**src/hdl/smm_pkg.sv**
```systemverilog
package smm_pkg;
	// ****************************************************************
	// Register byte addresses
	// ****************************************************************
	localparam logic [7:0] SMM_DIV_LOWER_ADDR = 8'h00;
	localparam logic [7:0] SMM_DIV_UPPER_ADDR = 8'h04;
	localparam logic [7:0] SMM_SETUP_ADDR = 8'h08;
	localparam logic [7:0] SMM_OUT_BYTE_ADDR = 8'h0c;
	localparam logic [7:0] SMM_IN_BYTE_ADDR = 8'h0c;
	localparam logic [7:0] SMM_CMD_ADDR = 8'h10;
	localparam logic [7:0] SMM_FLAGS_ADDR = 8'h10;
	localparam logic [7:0] SMM_IRQ_STAT_ADDR = 8'h14;
	localparam logic [7:0] SMM_IRQ_EN_ADDR = 8'h18;
	localparam logic [7:0] SMM_IRQ_CLR_ADDR = 8'h1c;

	// ****************************************************************
	// Field positions
	// ****************************************************************
	localparam int SMM_SETUP_EN = 7;
	localparam int SMM_SETUP_IEN = 6;
	localparam int SMM_CMD_START = 7;
	localparam int SMM_CMD_STOP = 6;
	localparam int SMM_CMD_READ = 5;
	localparam int SMM_CMD_WRITE = 4;
	localparam int SMM_CMD_NACK = 3;
	localparam int SMM_CMD_ERRCLR = 2;
	localparam int SMM_CMD_DONECLR = 0;
	localparam int SMM_FL_DONE = 0;
	localparam int SMM_FL_ERR = 1;
	localparam int SMM_FL_ARB = 2;
	localparam int SMM_FL_NACK = 3;
	localparam int SMM_FL_XFER = 5;
	localparam int SMM_FL_BUSY = 6;
	localparam int SMM_IRQ_DONE = 0;
	localparam int SMM_IRQ_ERR = 1;

	// ****************************************************************
	// Reset values and counts
	// ****************************************************************
	localparam logic [7:0] SMM_DIV_RESET = 8'hff;
	localparam logic [7:0] SMM_ZERO8 = 8'h00;
	localparam logic [2:0] SMM_QUARTERS = 3'h5;

	// Bus phases, gray coded along start, bits, ack, stop
	typedef enum logic [3:0] {
		SMM_IDLE = 4'h0,
		SMM_STA_A = 4'h1,
		SMM_STA_B = 4'h3,
		SMM_BIT = 4'h2,
		SMM_ACK = 4'h6,
		SMM_STO_A = 4'h7,
		SMM_STO_B = 4'h5,
		SMM_DONE = 4'h4
	} smm_phase_e;
endpackage : smm_pkg

```
**src/hdl/smm_tick.sv**
```systemverilog
`timescale 1ns/100ps
// Quarter-bit tick generator; the bit engine uses five ticks per bit
module smm_tick (
	// Clock and reset
	input wire logic pclk,
	input wire logic presetn,
	// Control
	input wire logic run,
	input wire logic [15:0] prescale,
	// Tick out
	output logic tick
);
	import smm_pkg::*;

	typedef struct packed {
		logic [15:0] cnt;
		logic tick;
	} smm_tick_s;

	smm_tick_s st;
	smm_tick_s next_st;

	// Count down prescale cycles per tick; zero behaves as one
	always_comb
	begin
		next_st = st;
		next_st.tick = 1'b0;
		if (!run)
			next_st.cnt = 16'h0000;
		else if (st.cnt <= 16'h0001)
		begin
			next_st.cnt = prescale;
			next_st.tick = 1'b1;
		end
		else
			next_st.cnt = st.cnt - 16'h0001;
	end

	always_ff @(posedge pclk or negedge presetn)
	begin
		if (!presetn)
			st <= '0;
		else
			st <= next_st;
	end

	assign tick = st.tick;
endmodule : smm_tick

```
**src/hdl/smm_master.sv**
```systemverilog
`timescale 1ns/100ps
//
// Function
// - 0x80 to setup enables controller; 0xc0 also enables interrupt.
// - Command 0x90 makes start then transmits outgoing byte.
// - Command 0x10 transmits outgoing byte without new start.
// - Command 0x40 generates stop, ending the transaction.
// - 0x20 receives and acknowledges a byte; 0x28 receives and nacks.
// - Completion sets flag bit 0 and interrupt when enabled.
// - Writing 0x1 to command clears flag bit 0.
// - Flag bit 6 is high while another master uses the bus.
// - Writing 0x5 to command clears flag bits 0 to 3 (done and the error flags).
// - Received byte appears in the incoming byte register.
// - Serial clock is system clock over five times prescale.
// - Slave logic is halted while the master runs a transfer.
//
module smm_master (
	// APB slave
	input wire logic pclk,
	input wire logic presetn,
	input wire logic psel,
	input wire logic penable,
	input wire logic pwrite,
	input wire logic [7:0] paddr,
	input wire logic [31:0] pwdata,
	output logic [31:0] prdata,
	output logic pready,
	output logic pslverr,
	// Two-wire bus, output enable low means pull low
	input wire logic scl_in,
	output logic scl_oe_n,
	input wire logic sda_in,
	output logic sda_oe_n,
	// System
	output logic irq,
	output logic slave_halt
);
	import smm_pkg::*;

	// ****************************************************************
	// State
	// ****************************************************************
	typedef struct packed {
		logic [7:0] div_lower;
		logic [7:0] div_upper;
		logic [7:0] setup;
		logic [7:0] out_byte;
		logic [7:0] in_byte;
		logic [7:0] cmd;
		logic [7:0] flags;
		logic [1:0] irq_stat;
		logic [1:0] irq_en;
		smm_phase_e phase;
		logic [2:0] quarter;
		logic [3:0] bitn;
		logic [7:0] shift;
		logic rd;
		logic scl_oe_n;
		logic sda_oe_n;
		logic sda_prev;
		logic scl_prev;
		logic other_busy;
		logic [31:0] prdata;
		logic pready;
		logic pslverr;
		logic irq;
		logic halt;
	} smm_state_s;

	smm_state_s st;
	smm_state_s next_st;
	logic tick;
	logic access;
	logic wr;
	logic done_ev;
	logic err_ev;

	// Divider feeding the quarter ticks
	smm_tick u_tick (
		.pclk(pclk),
		.presetn(presetn),
		.run(st.phase != SMM_IDLE),
		.prescale({st.div_upper, st.div_lower}),
		.tick(tick)
	);

	// True when the address names a mapped register
	function automatic logic mapped(input logic [7:0] a);
		mapped = (a == SMM_DIV_LOWER_ADDR) || (a == SMM_DIV_UPPER_ADDR)
			|| (a == SMM_SETUP_ADDR) || (a == SMM_OUT_BYTE_ADDR)
			|| (a == SMM_CMD_ADDR) || (a == SMM_IRQ_STAT_ADDR)
			|| (a == SMM_IRQ_EN_ADDR) || (a == SMM_IRQ_CLR_ADDR);
	endfunction : mapped

	// Zero-extend a byte to the bus width
	function automatic logic [31:0] word(input logic [7:0] b);
		word = {24'h000000, b};
	endfunction : word

	assign access = psel && penable && !st.pready;
	assign wr = access && pwrite && mapped(paddr);

	// ****************************************************************
	// Next state
	// ****************************************************************
	always_comb
	begin
		next_st = st;
		done_ev = 1'b0;
		err_ev = 1'b0;
		next_st.pready = 1'b0;
		next_st.pslverr = 1'b0;
		next_st.sda_prev = sda_in;
		next_st.scl_prev = scl_in;

		// Foreign start and stop seen while we are idle
		if (st.phase == SMM_IDLE && st.scl_prev && scl_in)
		begin
			if (st.sda_prev && !sda_in)
				next_st.other_busy = 1'b1;
			else if (!st.sda_prev && sda_in)
				next_st.other_busy = 1'b0;
		end
		next_st.flags[SMM_FL_BUSY] = next_st.other_busy;
		// Running drops as done rises, so software never sees both
		next_st.flags[SMM_FL_XFER] = (st.phase != SMM_IDLE)
			&& (st.phase != SMM_DONE);

		// Bit engine, five quarters per bit
		if (tick)
		begin
			next_st.quarter = (st.quarter == SMM_QUARTERS - 3'h1) ?
				3'h0 : st.quarter + 3'h1;
			case (st.phase)
				SMM_STA_A:
				begin
					next_st.sda_oe_n = 1'b1;
					next_st.scl_oe_n = 1'b1;
					if (st.quarter == SMM_QUARTERS - 3'h1)
						next_st.phase = SMM_STA_B;
				end
				SMM_STA_B:
				begin
					next_st.sda_oe_n = 1'b0;
					if (st.quarter == SMM_QUARTERS - 3'h1)
					begin
						next_st.scl_oe_n = 1'b0;
						next_st.phase = SMM_BIT;
						next_st.bitn = 4'h0;
					end
				end
				SMM_BIT, SMM_ACK:
				begin
					if (st.quarter == 3'h0)
					begin
						if (st.phase == SMM_ACK)
							next_st.sda_oe_n = st.rd ?
								st.cmd[SMM_CMD_NACK] : 1'b1;
						else
							next_st.sda_oe_n = st.rd ? 1'b1 : st.shift[7];
					end
					else if (st.quarter == 3'h1)
						next_st.scl_oe_n = 1'b1;
					else if (st.quarter == 3'h2 && !scl_in)
						next_st.quarter = 3'h2; // Slave stretches
					else if (st.quarter == 3'h3)
					begin
						if (st.phase == SMM_BIT)
						begin
							if (!st.rd && st.sda_oe_n && !sda_in)
							begin
								next_st.flags[SMM_FL_ARB] = 1'b1;
								err_ev = 1'b1;
								next_st.sda_oe_n = 1'b1;
								next_st.scl_oe_n = 1'b1;
								next_st.phase = SMM_DONE;
							end
							next_st.shift = {st.shift[6:0], sda_in};
						end
						else if (!st.rd && sda_in)
						begin
							next_st.flags[SMM_FL_NACK] = 1'b1;
							err_ev = 1'b1;
						end
					end
					else if (st.quarter == 3'h4)
					begin
						next_st.scl_oe_n = 1'b0;
						if (st.phase == SMM_ACK)
							next_st.phase = SMM_DONE;
						else if (st.bitn == 4'h7)
							next_st.phase = SMM_ACK;
						else
							next_st.bitn = st.bitn + 4'h1;
					end
				end
				SMM_STO_A:
				begin
					next_st.sda_oe_n = 1'b0;
					if (st.quarter == 3'h2)
						next_st.scl_oe_n = 1'b1;
					if (st.quarter == SMM_QUARTERS - 3'h1)
						next_st.phase = SMM_STO_B;
				end
				SMM_STO_B:
				begin
					next_st.sda_oe_n = 1'b1;
					if (st.quarter == SMM_QUARTERS - 3'h1)
						next_st.phase = SMM_DONE;
				end
				default:
				begin
					next_st.quarter = st.quarter;
				end
			endcase
		end

		// Finish: latch byte, flag completion, drop the requests
		if (st.phase == SMM_DONE)
		begin
			if (st.rd)
				next_st.in_byte = st.shift;
			next_st.flags[SMM_FL_DONE] = 1'b1;
			done_ev = 1'b1;
			next_st.cmd = 8'h00;
			next_st.phase = SMM_IDLE;
		end

		// Launch one pending request; start outranks stop
		if (st.phase == SMM_IDLE && st.setup[SMM_SETUP_EN])
		begin
			next_st.quarter = 3'h0;
			next_st.bitn = 4'h0;
			if (st.cmd[SMM_CMD_START] && st.cmd[SMM_CMD_WRITE])
			begin
				next_st.phase = SMM_STA_A;
				next_st.rd = 1'b0;
				next_st.shift = st.out_byte;
				next_st.other_busy = 1'b0;
			end
			else if (st.cmd[SMM_CMD_WRITE])
			begin
				next_st.phase = SMM_BIT;
				next_st.rd = 1'b0;
				next_st.shift = st.out_byte;
			end
			else if (st.cmd[SMM_CMD_READ])
			begin
				next_st.phase = SMM_BIT;
				next_st.rd = 1'b1;
				next_st.sda_oe_n = 1'b1;
			end
			else if (st.cmd[SMM_CMD_STOP])
				next_st.phase = SMM_STO_A;
		end
		// Slave side stays halted while we own the bus, scl held low too
		next_st.halt = (next_st.phase != SMM_IDLE)
			|| !next_st.scl_oe_n;

		// Register writes; a hardware set wins over a clear
		if (wr)
		begin
			case (paddr)
				SMM_DIV_LOWER_ADDR: next_st.div_lower = pwdata[7:0];
				SMM_DIV_UPPER_ADDR: next_st.div_upper = pwdata[7:0];
				SMM_SETUP_ADDR: next_st.setup = pwdata[7:0];
				SMM_OUT_BYTE_ADDR: next_st.out_byte = pwdata[7:0];
				SMM_CMD_ADDR:
				begin
					if (st.phase == SMM_IDLE)
						next_st.cmd = pwdata[7:0] &
							8'hf8;
					if (pwdata[SMM_CMD_DONECLR] && !done_ev)
						next_st.flags[SMM_FL_DONE] = 1'b0;
					// An error raised in this cycle survives
					if (pwdata[SMM_CMD_ERRCLR] && !err_ev)
					begin
						next_st.flags[SMM_FL_ERR] = 1'b0;
						next_st.flags[SMM_FL_ARB] = 1'b0;
						next_st.flags[SMM_FL_NACK] = 1'b0;
					end
				end
				SMM_IRQ_EN_ADDR: next_st.irq_en = pwdata[1:0];
				SMM_IRQ_CLR_ADDR:
					next_st.irq_stat = st.irq_stat & ~pwdata[1:0];
				default: next_st.irq_en = st.irq_en;
			endcase
		end
		if (err_ev)
			next_st.flags[SMM_FL_ERR] = 1'b1;
		if (done_ev)
			next_st.irq_stat[SMM_IRQ_DONE] = 1'b1;
		if (err_ev)
			next_st.irq_stat[SMM_IRQ_ERR] = 1'b1;
		next_st.irq = st.setup[SMM_SETUP_IEN] &&
			((next_st.flags[SMM_FL_DONE] &&
			st.setup[SMM_SETUP_EN]) ||
			|(next_st.irq_stat & next_st.irq_en));

		// Read data and the one-wait-state answer
		if (access)
		begin
			next_st.pready = 1'b1;
			next_st.pslverr = !mapped(paddr);
			next_st.prdata = 32'h00000000;
			if (!pwrite)
			begin
				case (paddr)
					SMM_DIV_LOWER_ADDR: next_st.prdata = word(st.div_lower);
					SMM_DIV_UPPER_ADDR: next_st.prdata = word(st.div_upper);
					SMM_SETUP_ADDR: next_st.prdata = word(st.setup);
					SMM_IN_BYTE_ADDR: next_st.prdata = word(st.in_byte);
					SMM_FLAGS_ADDR: next_st.prdata = word(st.flags);
					SMM_IRQ_STAT_ADDR:
						next_st.prdata = {30'h00000000, st.irq_stat};
					SMM_IRQ_EN_ADDR:
						next_st.prdata = {30'h00000000, st.irq_en};
					default: next_st.prdata = 32'h00000000;
				endcase
			end
		end
	end

	// ****************************************************************
	// Registers
	// ****************************************************************
	always_ff @(posedge pclk or negedge presetn)
	begin
		if (!presetn)
		begin
			st <= '0;
			st.div_lower <= SMM_DIV_RESET;
			st.div_upper <= SMM_ZERO8;
			st.phase <= SMM_IDLE;
			st.scl_oe_n <= 1'b1;
			st.sda_oe_n <= 1'b1;
			st.sda_prev <= 1'b1;
			st.scl_prev <= 1'b1;
		end
		else
			st <= next_st;
	end

	assign prdata = st.prdata;
	assign pready = st.pready;
	assign pslverr = st.pslverr;
	assign scl_oe_n = st.scl_oe_n;
	assign sda_oe_n = st.sda_oe_n;
	assign irq = st.irq;
	assign slave_halt = st.halt;
endmodule : smm_master

```
**config.mk**
```make
export PLATFORM = sky130hd
export DESIGN_NAME = smm_master
export DESIGN_NICKNAME = d
export VERILOG_FILES = /design/src/hdl/smm_pkg.sv /design/src/hdl/smm_tick.sv /design/src/hdl/smm_master.sv
export SDC_FILE = /design/constraint.sdc
export NUM_CORES = 1
export LEC_CHECK = 0
export ABC_AREA = 1
export BUFFER_PORTS_ARGS = -buffer_cell sky130_fd_sc_hd__buf_2
export CAP_MARGIN = 20
export CORE_AREA = 2 2 137 139
export CTS_BUF_LIST = sky130_fd_sc_hd__clkbuf_4 sky130_fd_sc_hd__clkbuf_8
export DETAILED_ROUTE_END_ITERATION = 10
export DIE_AREA = 0 0 139 141
export GPL_TIMING_DRIVEN = 0
export PLACE_DENSITY = 0.59
export SLEW_MARGIN = 25
export SYNTH_ARGS = -nofsm -noshare
export SYNTH_HDL_FRONTEND = slang
export SYNTH_SLANG_ARGS = --single-unit
```
**constraint.sdc**
```tcl
create_clock -name pclk -period 4.5 [get_ports pclk]
set_clock_uncertainty 0.1 [all_clocks]
set_input_delay 1.125 -clock pclk [delete_from_list [all_inputs] [get_ports pclk]]
set_output_delay 1.125 -clock pclk [all_outputs]
set_load 0.03 [all_outputs]
```
==> flow_metrics.env <==
export IMPL_wl_per_cell_um=14.10
export IMPL_top_register="st"
export IMPL_antennaDiodeCount=0
export IMPL_rsz0062_at_grt="false"
export IMPL_critical_path_class="in -> reg"
export IMPL_worstSetupEndpointType="flop"
export IMPL_status="completed"
export IMPL_ant_nets=0
export IMPL_synth_area_top_cells="dfrtp_1 (41%), nand2_1 (9.4%), dfstp_2 (5.4%)"
export IMPL_setup_violations_final=0
export IMPL_grt_antenna_before_repair=0
export IMPL_drtIter0Drc=331
export IMPL_die_area_mm2=0.01960
export IMPL_multi_input_area_mm2=0.002541
export IMPL_place_area_mm2=0.006446
export IMPL_grt_usage=0.1483
export IMPL_syn_inst=690
export IMPL_routed_wl_mm=14.10
export IMPL_reg2reg_to="st[67]"
export IMPL_arrival_ns=2.67
export IMPL_hold_path_depth=1
export IMPL_hold_start="st[77]"
export IMPL_h_tree_depth=3
export IMPL_drt_first_pass_iters=5
export IMPL_ir_worst_vdd_v=0.0001551
export IMPL_cts_tree="done"
export IMPL_cp_data_required_time_ns=4.71
export IMPL_viasPerCell=4.643
export IMPL_slew_violations=0
export IMPL_num_io_pins=85
export IMPL_ctsResizeCount=0
export IMPL_maxCapViolations=0
export IMPL_regArea_mm2=0.002743
export IMPL_yosysTopAreaCell="dfrtp_1"
export IMPL_ctsHoldBuffers=0
export IMPL_fp_coreArea_mm2=0.01827
export IMPL_synth_top_cell_area_share=0.4147
export IMPL_cts_root_buf="clkbuf_8"
export IMPL_grt_start_max_net_pins=66
export IMPL_std_cell_rows=50
export IMPL_syn_to_final_growth_pct=13.64
export IMPL_yosysUniqueCellTypes=48
export IMPL_p_total_mw=1.729
export IMPL_initial_core_util=0.3204
export IMPL_r2r_cells=12
export IMPL_clk_latency_ns=0.38
export IMPL_largest_register_ffs=78
export IMPL_postLayoutCellArea_mm2=0.006651
export IMPL_gp_congestion=0.8560
export IMPL_cp_max_fo=10
export IMPL_min_period_ns=2.458
export IMPL_overflow=0
export IMPL_yosys_warnings=0
export IMPL_dpl_hpwl_mm=10.69
export IMPL_fin_crit_sh=0.5462
export IMPL_whs_ns=0.3674
export IMPL_dieWidth_um=139
export IMPL_fill_cells=1908
export IMPL_cts_buffers=9
export IMPL_setup_ws_ns=2.042
export IMPL_pre_cts_ws_ns=1.647
export IMPL_p_leak_nw=3.313
export IMPL_vias=4643
export IMPL_finalHoldViolCount=0
export IMPL_drc=0
export IMPL_avgSynthCellArea_um2=8.483
export IMPL_startpoint_type="primary input"
export IMPL_nNetsFinal=816
export IMPL_fp_dieH_um=141
export IMPL_seq_area_frac_synth=0.4686
export IMPL_cts_num_sinks=109
export IMPL_hold_path_endpoint="sda_oe_n"
export IMPL_syn_area_mm2=0.005853
export IMPL_grt_pass1_wl_mm=23.15
export IMPL_ff2ff_setup_slack_ns=2.06
export IMPL_synth_seq_cells=109
export IMPL_power_density_mw_per_mm2=260.0
export IMPL_drive_gt1_frac=0.2193
export IMPL_clockBufferDepth=2
export IMPL_postCtsSetupBuffers=0
export IMPL_grt_pass1_vias=4387
export IMPL_tns_ns=0
export IMPL_path_clk_slew_ns=0.10
export IMPL_holdCritPathClass="reg -> reg"
export IMPL_port_buffers=36
export IMPL_max_freq_mhz=406.8
export IMPL_r2r_start="st[54]"
## Yosys cell counts, drive strengths merged
cell type and n:
a211oi 1, a21oi 36, a221oi 2, a22o 3, a31oi 4, and2 1
buf 40, clkbuf 4, clkinv 3, conb 1, dfrtp 97, dfstp 12
ha 8, inv 81, mux2 6, nand2 162, nand3 34, nand3b 2
nand4 6, nor2 64, nor3 11, nor4 1, o2111ai 3, o211ai 2
o21ai 80, o221ai 2, o22ai 10, o31ai 4, o41ai 1, xnor2 1
xor2 8
## power by group
part	switching (mW)	internal, mW	leakage (nW)	total (mW)
registers	0.00375	0.987	1.44	0.991
clock network	0.339	0.279	0.0912	0.617
logic	0.0867	0.0340	1.78	0.121
total	0.429	1.30	3.31	1.73
## through the flow
stage / instances / util
6_report: 1000 / 0.3641
5_1_grt: 1000 / 0.3641
4_1_cts: 1000 / 0.3641
3_5_place_dp: 984 / 0.3529
3_3_place_gp: 983 / 0.3510
2_1_floorplan: 713 / -
## cell families after synthesis
group / Yosys count / synth area share
mux: 6 / 0.01154
xor+xnor: 9 / 0.01347
simple gates: 281 / 0.2266
other cells: 1 / 0.0006407
compound gates: 148 / 0.1501
buf+inv: 128 / 0.1120
flops: 109 / 0.4686
fa+ha+maj: 8 / 0.01710
## critical path: stages
cell and delay [ns]:
buf_2 0.10, inv_2 0.04, nand2_1 0.07, nor2_4 0.23
nand2_2 0.10, nor2_2 0.31, inv_2 0.10, nor3_4 0.39
nand2_1 0.09, o21ai_1 0.10
## layout make-up
cell class | count | share of cell area
buffer | 44 | 0.04985
clock buffer | 11 | 0.02182
clock inverter | 5 | 0.009029
inverter | 84 | 0.04872
multi-input combinational | 476 | 0.3821
sequential | 109 | 0.4123
tap | 234 | 0.04402
timing repair buffer | 37 | 0.03217
## worst max path at each step
| stage | startpoint | to | slack (ns) | depth (start not counted) |
|---|---|---|---|---|
| after floorplan | paddr[6] | st[96] | 2.05 | 12 |
| after detailed placement | paddr[6] | st[78] | 1.65 | 10 |
| after global routing | paddr[6] | st[79] | 1.86 | 10 |
| after global placement | presetn | st[52] | 0.87 | 1 |
| after CTS | paddr[5] | st[78] | 2.05 | 10 |
| final | paddr[5] | st[78] | 2.04 | 10 |
## layer usage
layer  track usage  share of wire  vias up
li1              -              -     2356
met4       0.03881          0.015        0
met1        0.2132           0.50     2179
met3       0.02853          0.040       14
met5             0              0        -
met2        0.2305           0.45       94
## placed cells by master (no fill, tap or decap), types with 12 or more instances in the layout
| master | n |
|---|---|
| dfstp_2 | 12 |
| nor2_1 | 55 |
| o21ai_2 | 15 |
| dfrtp_1 | 97 |
| a21oi_1 | 36 |
| buf_2 | 36 |
| nand2_1 | 146 |
| buf_4 | 34 |
| conb_1 | 24 |
| nand3_1 | 32 |
| inv_1 | 75 |
| o21ai_1 | 25 |
| o21ai_0 | 40 |
Note: power is estimated with default switching activity, not from simulation.
